$ cat src/rtl/power_mode_pkg.sv
package power_mode_pkg;

    // ------------------------------------------------------------
    // Timing
    // ------------------------------------------------------------
    localparam int CLK_PERIOD_NS = 50;
    localparam int PIN_WAKE_MIN_NS = 1500000;
    // Pin must stay high strictly longer than the minimum
    localparam int PIN_WAKE_CYCLES = (PIN_WAKE_MIN_NS + CLK_PERIOD_NS - 1) / CLK_PERIOD_NS + 1;
    localparam int SECOND_NS = 1000000000;
    localparam int SECOND_CYCLES = SECOND_NS / CLK_PERIOD_NS;
    localparam int STROBE_WIDTH_NS = 200000;
    localparam int STROBE_WIDTH_CYCLES = (STROBE_WIDTH_NS + CLK_PERIOD_NS - 1) / CLK_PERIOD_NS;
    localparam int STROBE_PERIOD_NS = 10000000;
    localparam int STROBE_PERIOD_CYCLES = STROBE_PERIOD_NS / CLK_PERIOD_NS;
    localparam int CAL_CYCLES = 64;
    localparam logic [4:0] PSAVE_MAX_S = 5'h1b;

    // ------------------------------------------------------------
    // Register map
    // ------------------------------------------------------------
    localparam logic [7:0] CTRL_ADDR = 8'h00;
    localparam logic [7:0] PSAVE_ADDR = 8'h04;
    localparam logic [7:0] STATUS_ADDR = 8'h08;
    localparam int CTRL_MODE_LSB = 0;
    localparam int CTRL_BYP_LSB = 2;
    localparam int CTRL_OSC_BIT = 4;
    localparam int CTRL_SLEEP_BIT = 5;
    localparam int STAT_PS_LSB = 0;
    localparam int STAT_MODE_LSB = 3;
    localparam int STAT_IDLE_BIT = 5;
    localparam logic [1:0] BYPASS_RESET = 2'h0;
    localparam logic [4:0] PSAVE_RESET = 5'h00;

    // ------------------------------------------------------------
    // Types
    // ------------------------------------------------------------
    typedef enum logic [1:0] {op_normal, op_bypass, op_cal, op_test} op_mode_type;
    // Bypass flavours, valid only while in bypass mode
    typedef enum logic [1:0] {byp_full_pc, byp_datapath, byp_rf, loop_pc} bypass_type;
    typedef enum logic [2:0] {ps_sleep_ext, ps_sleep_int, ps_listen, ps_wake, ps_tx, ps_rx}
        power_state_type;

    typedef struct packed {
        logic regulators;
        logic xtal;
        logic protocol_controller;
        logic strobe_osc;
        logic wake_lna_det;
        logic tx_chain;
        logic rx_chain;
        logic register_if;
    } power_en_type;

endpackage

$ cat src/rtl/transceiver_power_mode_control.sv
`timescale 1ns/1ps
`default_nettype none

module transceiver_power_mode_control
    import power_mode_pkg::*;
#(
    parameter int PIN_WAKE = PIN_WAKE_CYCLES,
    parameter int SECOND = SECOND_CYCLES,
    parameter int STROBE_PERIOD = STROBE_PERIOD_CYCLES,
    parameter int STROBE_WIDTH = STROBE_WIDTH_CYCLES
)
(
    // Clock and reset
    input wire logic mclk,
    input wire logic rst_b,
    // Wishbone slave
    input wire logic wb_cyc_i,
    input wire logic wb_stb_i,
    input wire logic wb_we_i,
    input wire logic [7:0] wb_adr_i,
    input wire logic [3:0] wb_sel_i,
    input wire logic [31:0] wb_dat_i,
    output logic [31:0] wb_dat_o,
    output logic wb_ack_o,
    // Wakeup inputs
    input wire logic wakeup_enable_pin,
    input wire logic wake_detect,
    // Protocol controller activity
    input wire logic tx_active,
    input wire logic rx_active,
    // Block control
    output power_en_type power_en,
    output op_mode_type op_mode,
    output bypass_type bypass_sel,
    output logic bypass_active,
    output power_state_type power_state,
    output logic idle_flag
);

    // ------------------------------------------------------------
    // State
    // ------------------------------------------------------------
    power_state_type ps_q;
    op_mode_type op_mode_q;
    bypass_type bypass_q;
    logic osc_sel_q;
    logic [4:0] psave_s_q;
    logic [4:0] psave_left_q;
    logic psave_run_q;
    logic [31:0] sec_cnt_q;
    logic [31:0] pin_cnt_q;
    logic [31:0] osc_cnt_q;
    logic [7:0] cal_cnt_q;
    logic idle_q;
    logic ack_q;
    logic [31:0] rdata_q;
    logic awake;
    logic asleep;
    logic strobe;
    logic osc_strobe;
    logic wr_en;
    logic sleep_cmd;
    logic sec_tick;
    logic pin_long;
    logic tx_end;
    logic radio_wake;
    logic osc_next;

    function automatic logic [31:0] next_wrap(input logic [31:0] c, input int limit);
        next_wrap = (c >= 32'(limit - 1)) ? 32'h0 : c + 32'h1;
    endfunction

    assign awake = (ps_q == ps_wake) || (ps_q == ps_tx) || (ps_q == ps_rx);
    assign asleep = (ps_q == ps_sleep_ext) || (ps_q == ps_sleep_int);
    // Accept writes only once awake; a sleeping device has no live register file
    assign wr_en = wb_cyc_i && wb_stb_i && wb_we_i && ack_q && awake && wb_sel_i[0];
    assign sleep_cmd = wr_en && (wb_adr_i == CTRL_ADDR) && wb_dat_i[CTRL_SLEEP_BIT];
    // A detector hit counts only in listen while the strobe powers the detector
    assign radio_wake = (ps_q == ps_listen) && strobe && wake_detect;
    // Sleep target follows a strobe select written in the same cycle as the sleep request
    assign osc_next = (wr_en && wb_adr_i == CTRL_ADDR) ? wb_dat_i[CTRL_OSC_BIT] : osc_sel_q;

    // ------------------------------------------------------------
    // Wishbone slave
    // ------------------------------------------------------------
    // Ack one cycle after the request, dropped after one cycle
    always_ff @(posedge mclk or negedge rst_b)
    begin
        if (!rst_b)
            ack_q <= 1'b0;
        else
            ack_q <= wb_cyc_i && wb_stb_i && !ack_q;
    end

    // Read data latched on the same edge as ack; zero while asleep or unmapped
    always_ff @(posedge mclk or negedge rst_b)
    begin
        if (!rst_b)
            rdata_q <= 32'h0;
        else if (wb_cyc_i && wb_stb_i && !ack_q)
        begin
            rdata_q <= 32'h0;
            if (awake)
            begin
                unique case (wb_adr_i)
                    CTRL_ADDR:
                    begin
                        rdata_q[CTRL_MODE_LSB +: 2] <= op_mode_q;
                        rdata_q[CTRL_BYP_LSB +: 2] <= bypass_q;
                        rdata_q[CTRL_OSC_BIT] <= osc_sel_q;
                    end
                    PSAVE_ADDR: rdata_q[4:0] <= psave_s_q;
                    STATUS_ADDR:
                    begin
                        rdata_q[STAT_PS_LSB +: 3] <= ps_q;
                        rdata_q[STAT_MODE_LSB +: 2] <= op_mode_q;
                        rdata_q[STAT_IDLE_BIT] <= idle_q;
                    end
                    default: rdata_q <= 32'h0;
                endcase
            end
        end
    end

    assign wb_ack_o = ack_q;
    assign wb_dat_o = rdata_q;

    // ------------------------------------------------------------
    // Configuration registers
    // ------------------------------------------------------------
    always_ff @(posedge mclk or negedge rst_b)
    begin
        if (!rst_b)
        begin
            bypass_q <= byp_full_pc;
            osc_sel_q <= 1'b0;
            psave_s_q <= PSAVE_RESET;
        end
        else if (wr_en && wb_adr_i == CTRL_ADDR)
        begin
            bypass_q <= bypass_type'(wb_dat_i[CTRL_BYP_LSB +: 2]);
            osc_sel_q <= wb_dat_i[CTRL_OSC_BIT];
        end
        else if (wr_en && wb_adr_i == PSAVE_ADDR)
            // Clamp: longer holds are not supported
            psave_s_q <= (wb_dat_i[4:0] > PSAVE_MAX_S) ? PSAVE_MAX_S : wb_dat_i[4:0];
    end

    // ------------------------------------------------------------
    // Operating mode and calibration
    // ------------------------------------------------------------
    always_ff @(posedge mclk or negedge rst_b)
    begin
        if (!rst_b)
        begin
            op_mode_q <= op_normal;
            cal_cnt_q <= 8'h0;
        end
        else if (pin_long || radio_wake)
        begin
            op_mode_q <= op_cal;
            cal_cnt_q <= 8'h0;
        end
        else if (op_mode_q == op_cal)
        begin
            // Mode writes during calibration are ignored until it ends
            cal_cnt_q <= cal_cnt_q + 8'h1;
            if (cal_cnt_q == 8'(CAL_CYCLES - 1))
                op_mode_q <= op_normal;
        end
        else if (wr_en && wb_adr_i == CTRL_ADDR)
        begin
            // Test is accepted as written; production use only
            op_mode_q <= op_mode_type'(wb_dat_i[CTRL_MODE_LSB +: 2]);
            cal_cnt_q <= 8'h0;
        end
    end

    // ------------------------------------------------------------
    // Strobes: wakeup pin and internal oscillator
    // ------------------------------------------------------------
    // Oscillator runs only while the internal strobe is chosen and not awake (sleep or listen)
    always_ff @(posedge mclk or negedge rst_b)
    begin
        if (!rst_b)
            osc_cnt_q <= 32'h0;
        else if (power_en.strobe_osc)
            osc_cnt_q <= next_wrap(osc_cnt_q, STROBE_PERIOD);
        else
            osc_cnt_q <= 32'h0;
    end

    assign osc_strobe = power_en.strobe_osc && (osc_cnt_q < 32'(STROBE_WIDTH));
    assign strobe = wakeup_enable_pin || osc_strobe;

    // Length of the present pin pulse
    always_ff @(posedge mclk or negedge rst_b)
    begin
        if (!rst_b)
            pin_cnt_q <= 32'h0;
        else if (wakeup_enable_pin && !awake)
            pin_cnt_q <= (pin_cnt_q < 32'(PIN_WAKE)) ? pin_cnt_q + 32'h1 : pin_cnt_q;
        else
            pin_cnt_q <= 32'h0;
    end

    assign pin_long = wakeup_enable_pin && !awake && (pin_cnt_q == 32'(PIN_WAKE - 1));

    // ------------------------------------------------------------
    // Power-save timer
    // ------------------------------------------------------------
    assign tx_end = (ps_q == ps_tx) && !tx_active;
    assign sec_tick = psave_run_q && (sec_cnt_q == 32'(SECOND - 1));

    // Seconds divider restarts on every load so each hold is full length
    always_ff @(posedge mclk or negedge rst_b)
    begin
        if (!rst_b)
            sec_cnt_q <= 32'h0;
        else if (tx_end || !psave_run_q)
            sec_cnt_q <= 32'h0;
        else
            sec_cnt_q <= next_wrap(sec_cnt_q, SECOND);
    end

    always_ff @(posedge mclk or negedge rst_b)
    begin
        if (!rst_b)
        begin
            psave_run_q <= 1'b0;
            psave_left_q <= 5'h0;
        end
        else if (tx_end)
        begin
            psave_run_q <= 1'b1;
            psave_left_q <= psave_s_q;
        end
        else if (ps_q != ps_wake)
            psave_run_q <= psave_run_q && awake;
        else if (psave_run_q && psave_left_q == 5'h0 && !rx_active && !tx_active)
            psave_run_q <= 1'b0;
        else if (sec_tick && psave_left_q != 5'h0)
            psave_left_q <= psave_left_q - 5'h1;
    end

    // ------------------------------------------------------------
    // Power state sequencer
    // ------------------------------------------------------------
    always_ff @(posedge mclk or negedge rst_b)
    begin
        if (!rst_b)
            ps_q <= ps_sleep_ext;
        else
        begin
            unique case (ps_q)
                ps_sleep_ext, ps_sleep_int:
                begin
                    if (pin_long)
                        ps_q <= ps_wake;
                    else if (strobe)
                        ps_q <= ps_listen;
                    else
                        ps_q <= osc_sel_q ? ps_sleep_int : ps_sleep_ext;
                end
                ps_listen:
                begin
                    if (pin_long || radio_wake)
                        ps_q <= ps_wake;
                    else if (!strobe)
                        ps_q <= osc_sel_q ? ps_sleep_int : ps_sleep_ext;
                end
                ps_wake:
                begin
                    if (tx_active)
                        ps_q <= ps_tx;
                    else if (rx_active)
                        ps_q <= ps_rx;
                    else if (sleep_cmd || psave_run_q && psave_left_q == 5'h0)
                        ps_q <= osc_next ? ps_sleep_int : ps_sleep_ext;
                end
                ps_tx: ps_q <= tx_active ? ps_tx : ps_wake;
                ps_rx: ps_q <= tx_active ? ps_tx : (rx_active ? ps_rx : ps_wake);
                default: ps_q <= ps_sleep_ext;
            endcase
        end
    end

    // Pin wakeup idles; a radio wakeup goes on to send responses
    always_ff @(posedge mclk or negedge rst_b)
    begin
        if (!rst_b)
            idle_q <= 1'b1;
        else if (pin_long)
            idle_q <= 1'b1;
        else if (radio_wake)
            idle_q <= 1'b0;
    end

    // ------------------------------------------------------------
    // Block enables per power state
    // ------------------------------------------------------------
    always_comb
    begin
        power_en = '0;
        power_en.regulators = awake;
        power_en.xtal = awake;
        power_en.protocol_controller = awake;
        power_en.register_if = awake;
        power_en.tx_chain = (ps_q == ps_tx);
        power_en.rx_chain = (ps_q == ps_rx);
        power_en.strobe_osc = osc_sel_q && !awake;
        power_en.wake_lna_det = (ps_q == ps_listen) && strobe;
    end

    assign op_mode = op_mode_q;
    assign bypass_sel = bypass_q;
    assign bypass_active = (op_mode_q == op_bypass);
    assign power_state = ps_q;
    assign idle_flag = idle_q;

    logic seen_write_q;
    always_ff @(posedge mclk or negedge rst_b)
    begin
        if (!rst_b)
            seen_write_q <= 1'b0;
        else if (wr_en)
            seen_write_q <= 1'b1;
    end
endmodule

`default_nettype wire

$ cat config.mk
export PLATFORM = sky130hd
export DESIGN_NAME = transceiver_power_mode_control
export DESIGN_NICKNAME = d
export VERILOG_FILES = /design/src/rtl/power_mode_pkg.sv /design/src/rtl/transceiver_power_mode_control.sv
export SDC_FILE = /design/constraint.sdc
export NUM_CORES = 1
export LEC_CHECK = 0
export BUFFER_PORTS_ARGS = -buffer_cell sky130_fd_sc_hd__buf_2
export CORE_UTILIZATION = 60
export CTS_CLUSTER_SIZE = 14
export DETAILED_ROUTE_END_ITERATION = 8
export PLACE_DENSITY_LB_ADDON = 0.15
export SETUP_SLACK_MARGIN = 0.2
export SLEW_MARGIN = 20
export SYNTH_ARGS = -nofsm -noshare
export SYNTH_HDL_FRONTEND = slang
export SYNTH_SLANG_ARGS = --single-unit
$ cat constraint.sdc
create_clock -name mclk -period 6.44 [get_ports mclk]
set_clock_uncertainty 0.15 [all_clocks]
set_input_delay 0.966 -clock mclk [delete_from_list [all_inputs] [get_ports mclk]]
set_output_delay 0.966 -clock mclk [all_outputs]
set_load 0.05 [all_outputs]
# After elaboration in Yosys (flattened, before gate mapping)
# Index checks and enable logic that the tools add are counted.
# classes
n_addsub	5
magnitude_cmp	5
n_eq_ne	19
n_mux	40
bitwise	1
n_reduce_logical	46
# ops
cell	count
$mux W32	6
$add A32 B1 Y32 const B	3
$eq A32 B15 Y1 const B	1
$eq A32 B25 Y1 const B	1
$ge A32 B18 Y1 const B	1
$ge A32 B25 Y1 const B	1
$lt A32 B12 Y1 const B	1
$lt A32 B15 Y1 const B	1
$mux W5	5
$mux W3	8
$mux W8	3
$logic_and A1 B1 Y1	22
$pmux W3 S5	1
$pmux W5 S3	1
$mux W2	6
$mux W1	9
$add A8 B1 Y8 const B	1
$eq A8 B3 Y1 const B	1
$eq A8 B4 Y1 const B	1
$eq A8 B6 Y1 const B	1
$logic_not A8 Y1	1
$eq A3 B2 Y1 const B	2
$eq A3 B3 Y1 const B	2
$logic_or A1 B1 Y1	6
other kinds (22)	31
# word_totals
register_bits	157
output_inout_bits	50
wordCells	130

# Logic depth before layout (Yosys ltp)
# logic_depth
word_depth	12
ltp_mapped	9
ltp_nobuf	7

# Worst setup path after synthesis
# OpenSTA, ideal clock, no wires.
# synth_timing
kind	register to output
startpoint	reg ps_q[2], in the netlist power_state[2]
endpoint	out power_en[3] (netlist bit)
arrival_time_ps	3239
required_time_ps	5324
slack_ps	2085
path_stages_with_launch	7
n_path_buf	2
path_cell_list	dfrtp_1 -> buf_2 -> nand3b_1 -> and3_1 -> clkbuf_1 -> a31oi_2 -> nor3_1
# synth_lines
item	line_no	text
from (decl)	transceiver_power_mode_control.sv:43	power_state_type ps_q;
from (signal assigned)	transceiver_power_mode_control.sv:252	ps_q <= ps_sleep_ext;
from (signal assigned)	transceiver_power_mode_control.sv:259	ps_q <= ps_wake;
from (signal assigned)	transceiver_power_mode_control.sv:261	ps_q <= ps_listen;
to (decl)	transceiver_power_mode_control.sv:32	output power_en_type power_en,

==> results.toml <==
[worst_setup_path]
startpoint_type = "register"
reg2reg_slack_ns = 3.45
cp_max_fo = 17
critPathKind = "register to output pin"
critPathRequiredTime_ns = 5.32
worst_ep_arrival_time_ns = 2.74
r2r_cells = 5
cp-end-kind = "output pin"
rr_endpoint = "op_mode[0]$_DFFE_PN0P_"
rr_startpoint = "power_state[0]$_DFFE_PN0P_"

[synthesis]
yosysWarnings = 0
syn_area_mm2 = 0.00669
synth_top_area_share = 0.486
synthFlopType = "dfrtp_1"
ys_top_cells_by_area = "dfrtp_1, xnor2_1, buf_4"
yosysSeqAreaShare = 0.490
syn_area_per_cell_um2 = 10.0
ys_async_sr_fraction = 1.00
ys_types = 75
synth_edf_count = 0
yosysTopAreaCell = "dfrtp_1"
syn_inst = 669
synth-seq-cells = 131

[detailed_routing]
via_per_inst = 5.91
wl_per_cell_um = 15.6
firstDrtPassIters = 5
drc_errors = 0
wl_um = 13800
postRouteAntennaNets = 0
drtIter0Drc = 335
vias = 5217

[placement]
gp_congestion = 0.845
detailed_place_hpwl_um = 9090
numPortBuffers = 47
dp.cells = 851

[cts]
cts_max_level = 4
cts.repair.resized = 0
cts_tree = "done"
cts_made_buffers = 17
root_buffer = "clkbuf_8"
clock_latency_ns = 0.53
cts_buffer_depth = 2
hold_buffers = 0
clk_pin_slew_ns = 0.06
cts_setup_buffers = 0
cts_num_sinks = 131

[die]
ios = 103
core_area_mm2 = 0.0108
die_w_um = 108
row_count = 38
fp.dieH_um = 108
die_area_mm2 = 0.0116
floorplan.initialDensity = 0.617

[global_routing]
grt_overflow = 0
track_usage = 0.261
grt_max_degree = 83
grt_first_pass_wirelength_um = 23300
antenna_found_initial = 0
grt_pass1_vias = 4984

[timing]
slew_violations = 0
setup_viol = 0
tightest_slew_ns = 0.940
relSlewSlack = 0.370
fin_tns_setup_ns = 0
rsz0062_at_grt = "no"
period_share = 0.599
fin_crit_ns = 3.86
finalHoldViolations = 0
max_freq_mhz = 259

[power]
ir_drop_uv = 234
p_per_area_mw_per_mm2 = 319
power.leakage_nw = 3.28

[run]
maxCapViolCount = 0

[finish]
nets = 790
area_growth_syn_to_layout_pct = 13.2
fillers = 820
diodes = 0
drive_gt1_frac = 0.140
multiInputGateArea_mm2 = 0.00319
instances_no_fill = 883
ff_latch_area_mm2 = 0.00328

[status]
status = "finished, final reports clean"

[min_path]
hold_path_class = "input port to async pin"
==> registers in the layout (all words and copies together), names as in the netlist, 2 cells and up <==
| register | flops |
|---|---|
| bypass_sel | 2 |
| op_mode | 2 |
| pin_cnt_q | 32 |
| sec_cnt_q | 32 |
| psave_left_q | 5 |
| psave_s_q | 5 |
| power_state | 3 |
| wb_dat_o | 6 |
| cal_cnt_q | 8 |
| osc_cnt_q | 32 |
==> report_power, final <==
group	leakage (nW)	switching [mW]	internal (mW)
Combinational	1.27	0.343	0.134
Sequential	1.73	0.0837	0.886
Clock	0.275	0.363	0.610
Total	3.28	0.790	1.63
==> cells in the final DEF, fill, tap and decap left out, types with 3 or more instances in the layout <==
| master | n |
|---|---|
| clkbuf_16 | 16 |
| nand3b_1 | 3 |
| ha_1 | 7 |
| clkinvlp_4 | 6 |
| conb_1 | 47 |
| or3_1 | 9 |
| nor2b_1 | 5 |
| bufinv_16 | 3 |
| xnor2_1 | 29 |
| or4_1 | 5 |
| nand4_1 | 16 |
| o21ai_0 | 25 |
| mux2i_1 | 6 |
| inv_1 | 21 |
| dfrtp_1 | 130 |
| nand2b_1 | 5 |
| a31oi_1 | 11 |
| and3_1 | 10 |
| clkbuf_8 | 3 |
| nand3_1 | 26 |
| xor2_1 | 13 |
| nor3_1 | 34 |
| nor2_1 | 51 |
| and2_1 | 24 |
| and4_1 | 7 |
| nor3b_1 | 3 |
| a211oi_1 | 21 |
| a21oi_1 | 28 |
| a22o_1 | 5 |
| buf_2 | 46 |
| nor4_1 | 16 |
| nand2_1 | 46 |
==> cell type report <==
class / count / area share
Clock inverter: 12 / 0.0208
Inverter: 21 / 0.0104
Tap cell: 140 / 0.0231
Clock buffer: 20 / 0.0588
Multi-Input combinational cell: 510 / 0.420
Sequential cell: 131 / 0.433
Timing Repair Buffer: 49 / 0.0338
==> cells in the mapped netlist (6+ instances only) <==
library cell and count:
nand3_1 26, dfrtp_1 130, inv_1 21, nor2_1 51, clkbuf_1 14, a31oi_1 11, nor4_1 16, and4_1 7
o21ai_0 25, nand2_1 46, and3_1 10, mux2i_1 6, and2_1 24, xnor2_1 29, xor2_1 13, nand4_1 16
or3_1 9, nor3_1 34, a211oi_1 21, a21oi_1 28, buf_2 6, ha_1 7, buf_4 30
==> worst max-delay path by stage <==
stage	startpoint	end	slack (ns)	depth (start not counted)
2_1_floorplan	power_state[2]$_DFFE_PN0P_	power_en[3]	2.08	6
3_3_place_gp	power_state[0]$_DFFE_PN0P_	power_en[3]	3.18	5
3_5_place_dp	power_state[0]$_DFFE_PN0P_	power_en[3]	3.18	5
4_1_cts	power_state[0]$_DFFE_PN0P_	power_en[3]	2.59	5
5_1_grt	power_state[0]$_DFFE_PN0P_	power_en[3]	2.39	5
6_report	power_state[0]$_DFFE_PN0P_	power_en[3]	2.58	5
==> critical path: stages (launching register included) <==
cell,delay (ns)
dfrtp_1,0.72
nand3b_1,0.47
and3_1,0.39
a31oi_2,0.31
nor3_1,0.09
buf_2,0.24
==> metal layers <==
layer / vias up / track usage / wire length, µm / part of all wire
met5: - / 0 / 0 / 0
met4: 0 / 0.102 / 191 / 0.014
met3: 18 / 0.0684 / 724 / 0.053
met2: 178 / 0.423 / 6880 / 0.50
met1: 2545 / 0.336 / 5980 / 0.43
li1: 2476 / - / - / -
==> kinds of logic after synthesis <==
logic type / share of synthesized area
xor gates and xnor gates: 0.0550
other: 0.000560
muxes: 0.0123
buffers and inverters: 0.0606
DFF: 0.490
and+or+nand+nor: 0.237
AOI/OAI and AO/OA: 0.132
adders and majority gates: 0.0131
==> per-stage QoR <==
| step | area [µm²] | utilization | setup slack [ns] | power (mW) | hold slack (ns) |
|---|---|---|---|---|---|
| 2_1_floorplan | 6870 | - | 2.08 | 1.37 | 0.285 |
| 3_3_place_gp | 6970 | 0.643 | 3.18 | 1.44 | 0.299 |
| 3_5_place_dp | 6970 | 0.643 | 3.18 | 1.45 | 0.310 |
| 4_1_cts | 7570 | 0.698 | 2.59 | 2.43 | 0.321 |
| 5_1_grt | 7580 | 0.699 | 2.39 | 2.54 | 0.352 |
| 6_report | 7580 | 0.699 | 2.58 | 2.42 | 0.318 |
Note: power is estimated with default switching activity, not from simulation.
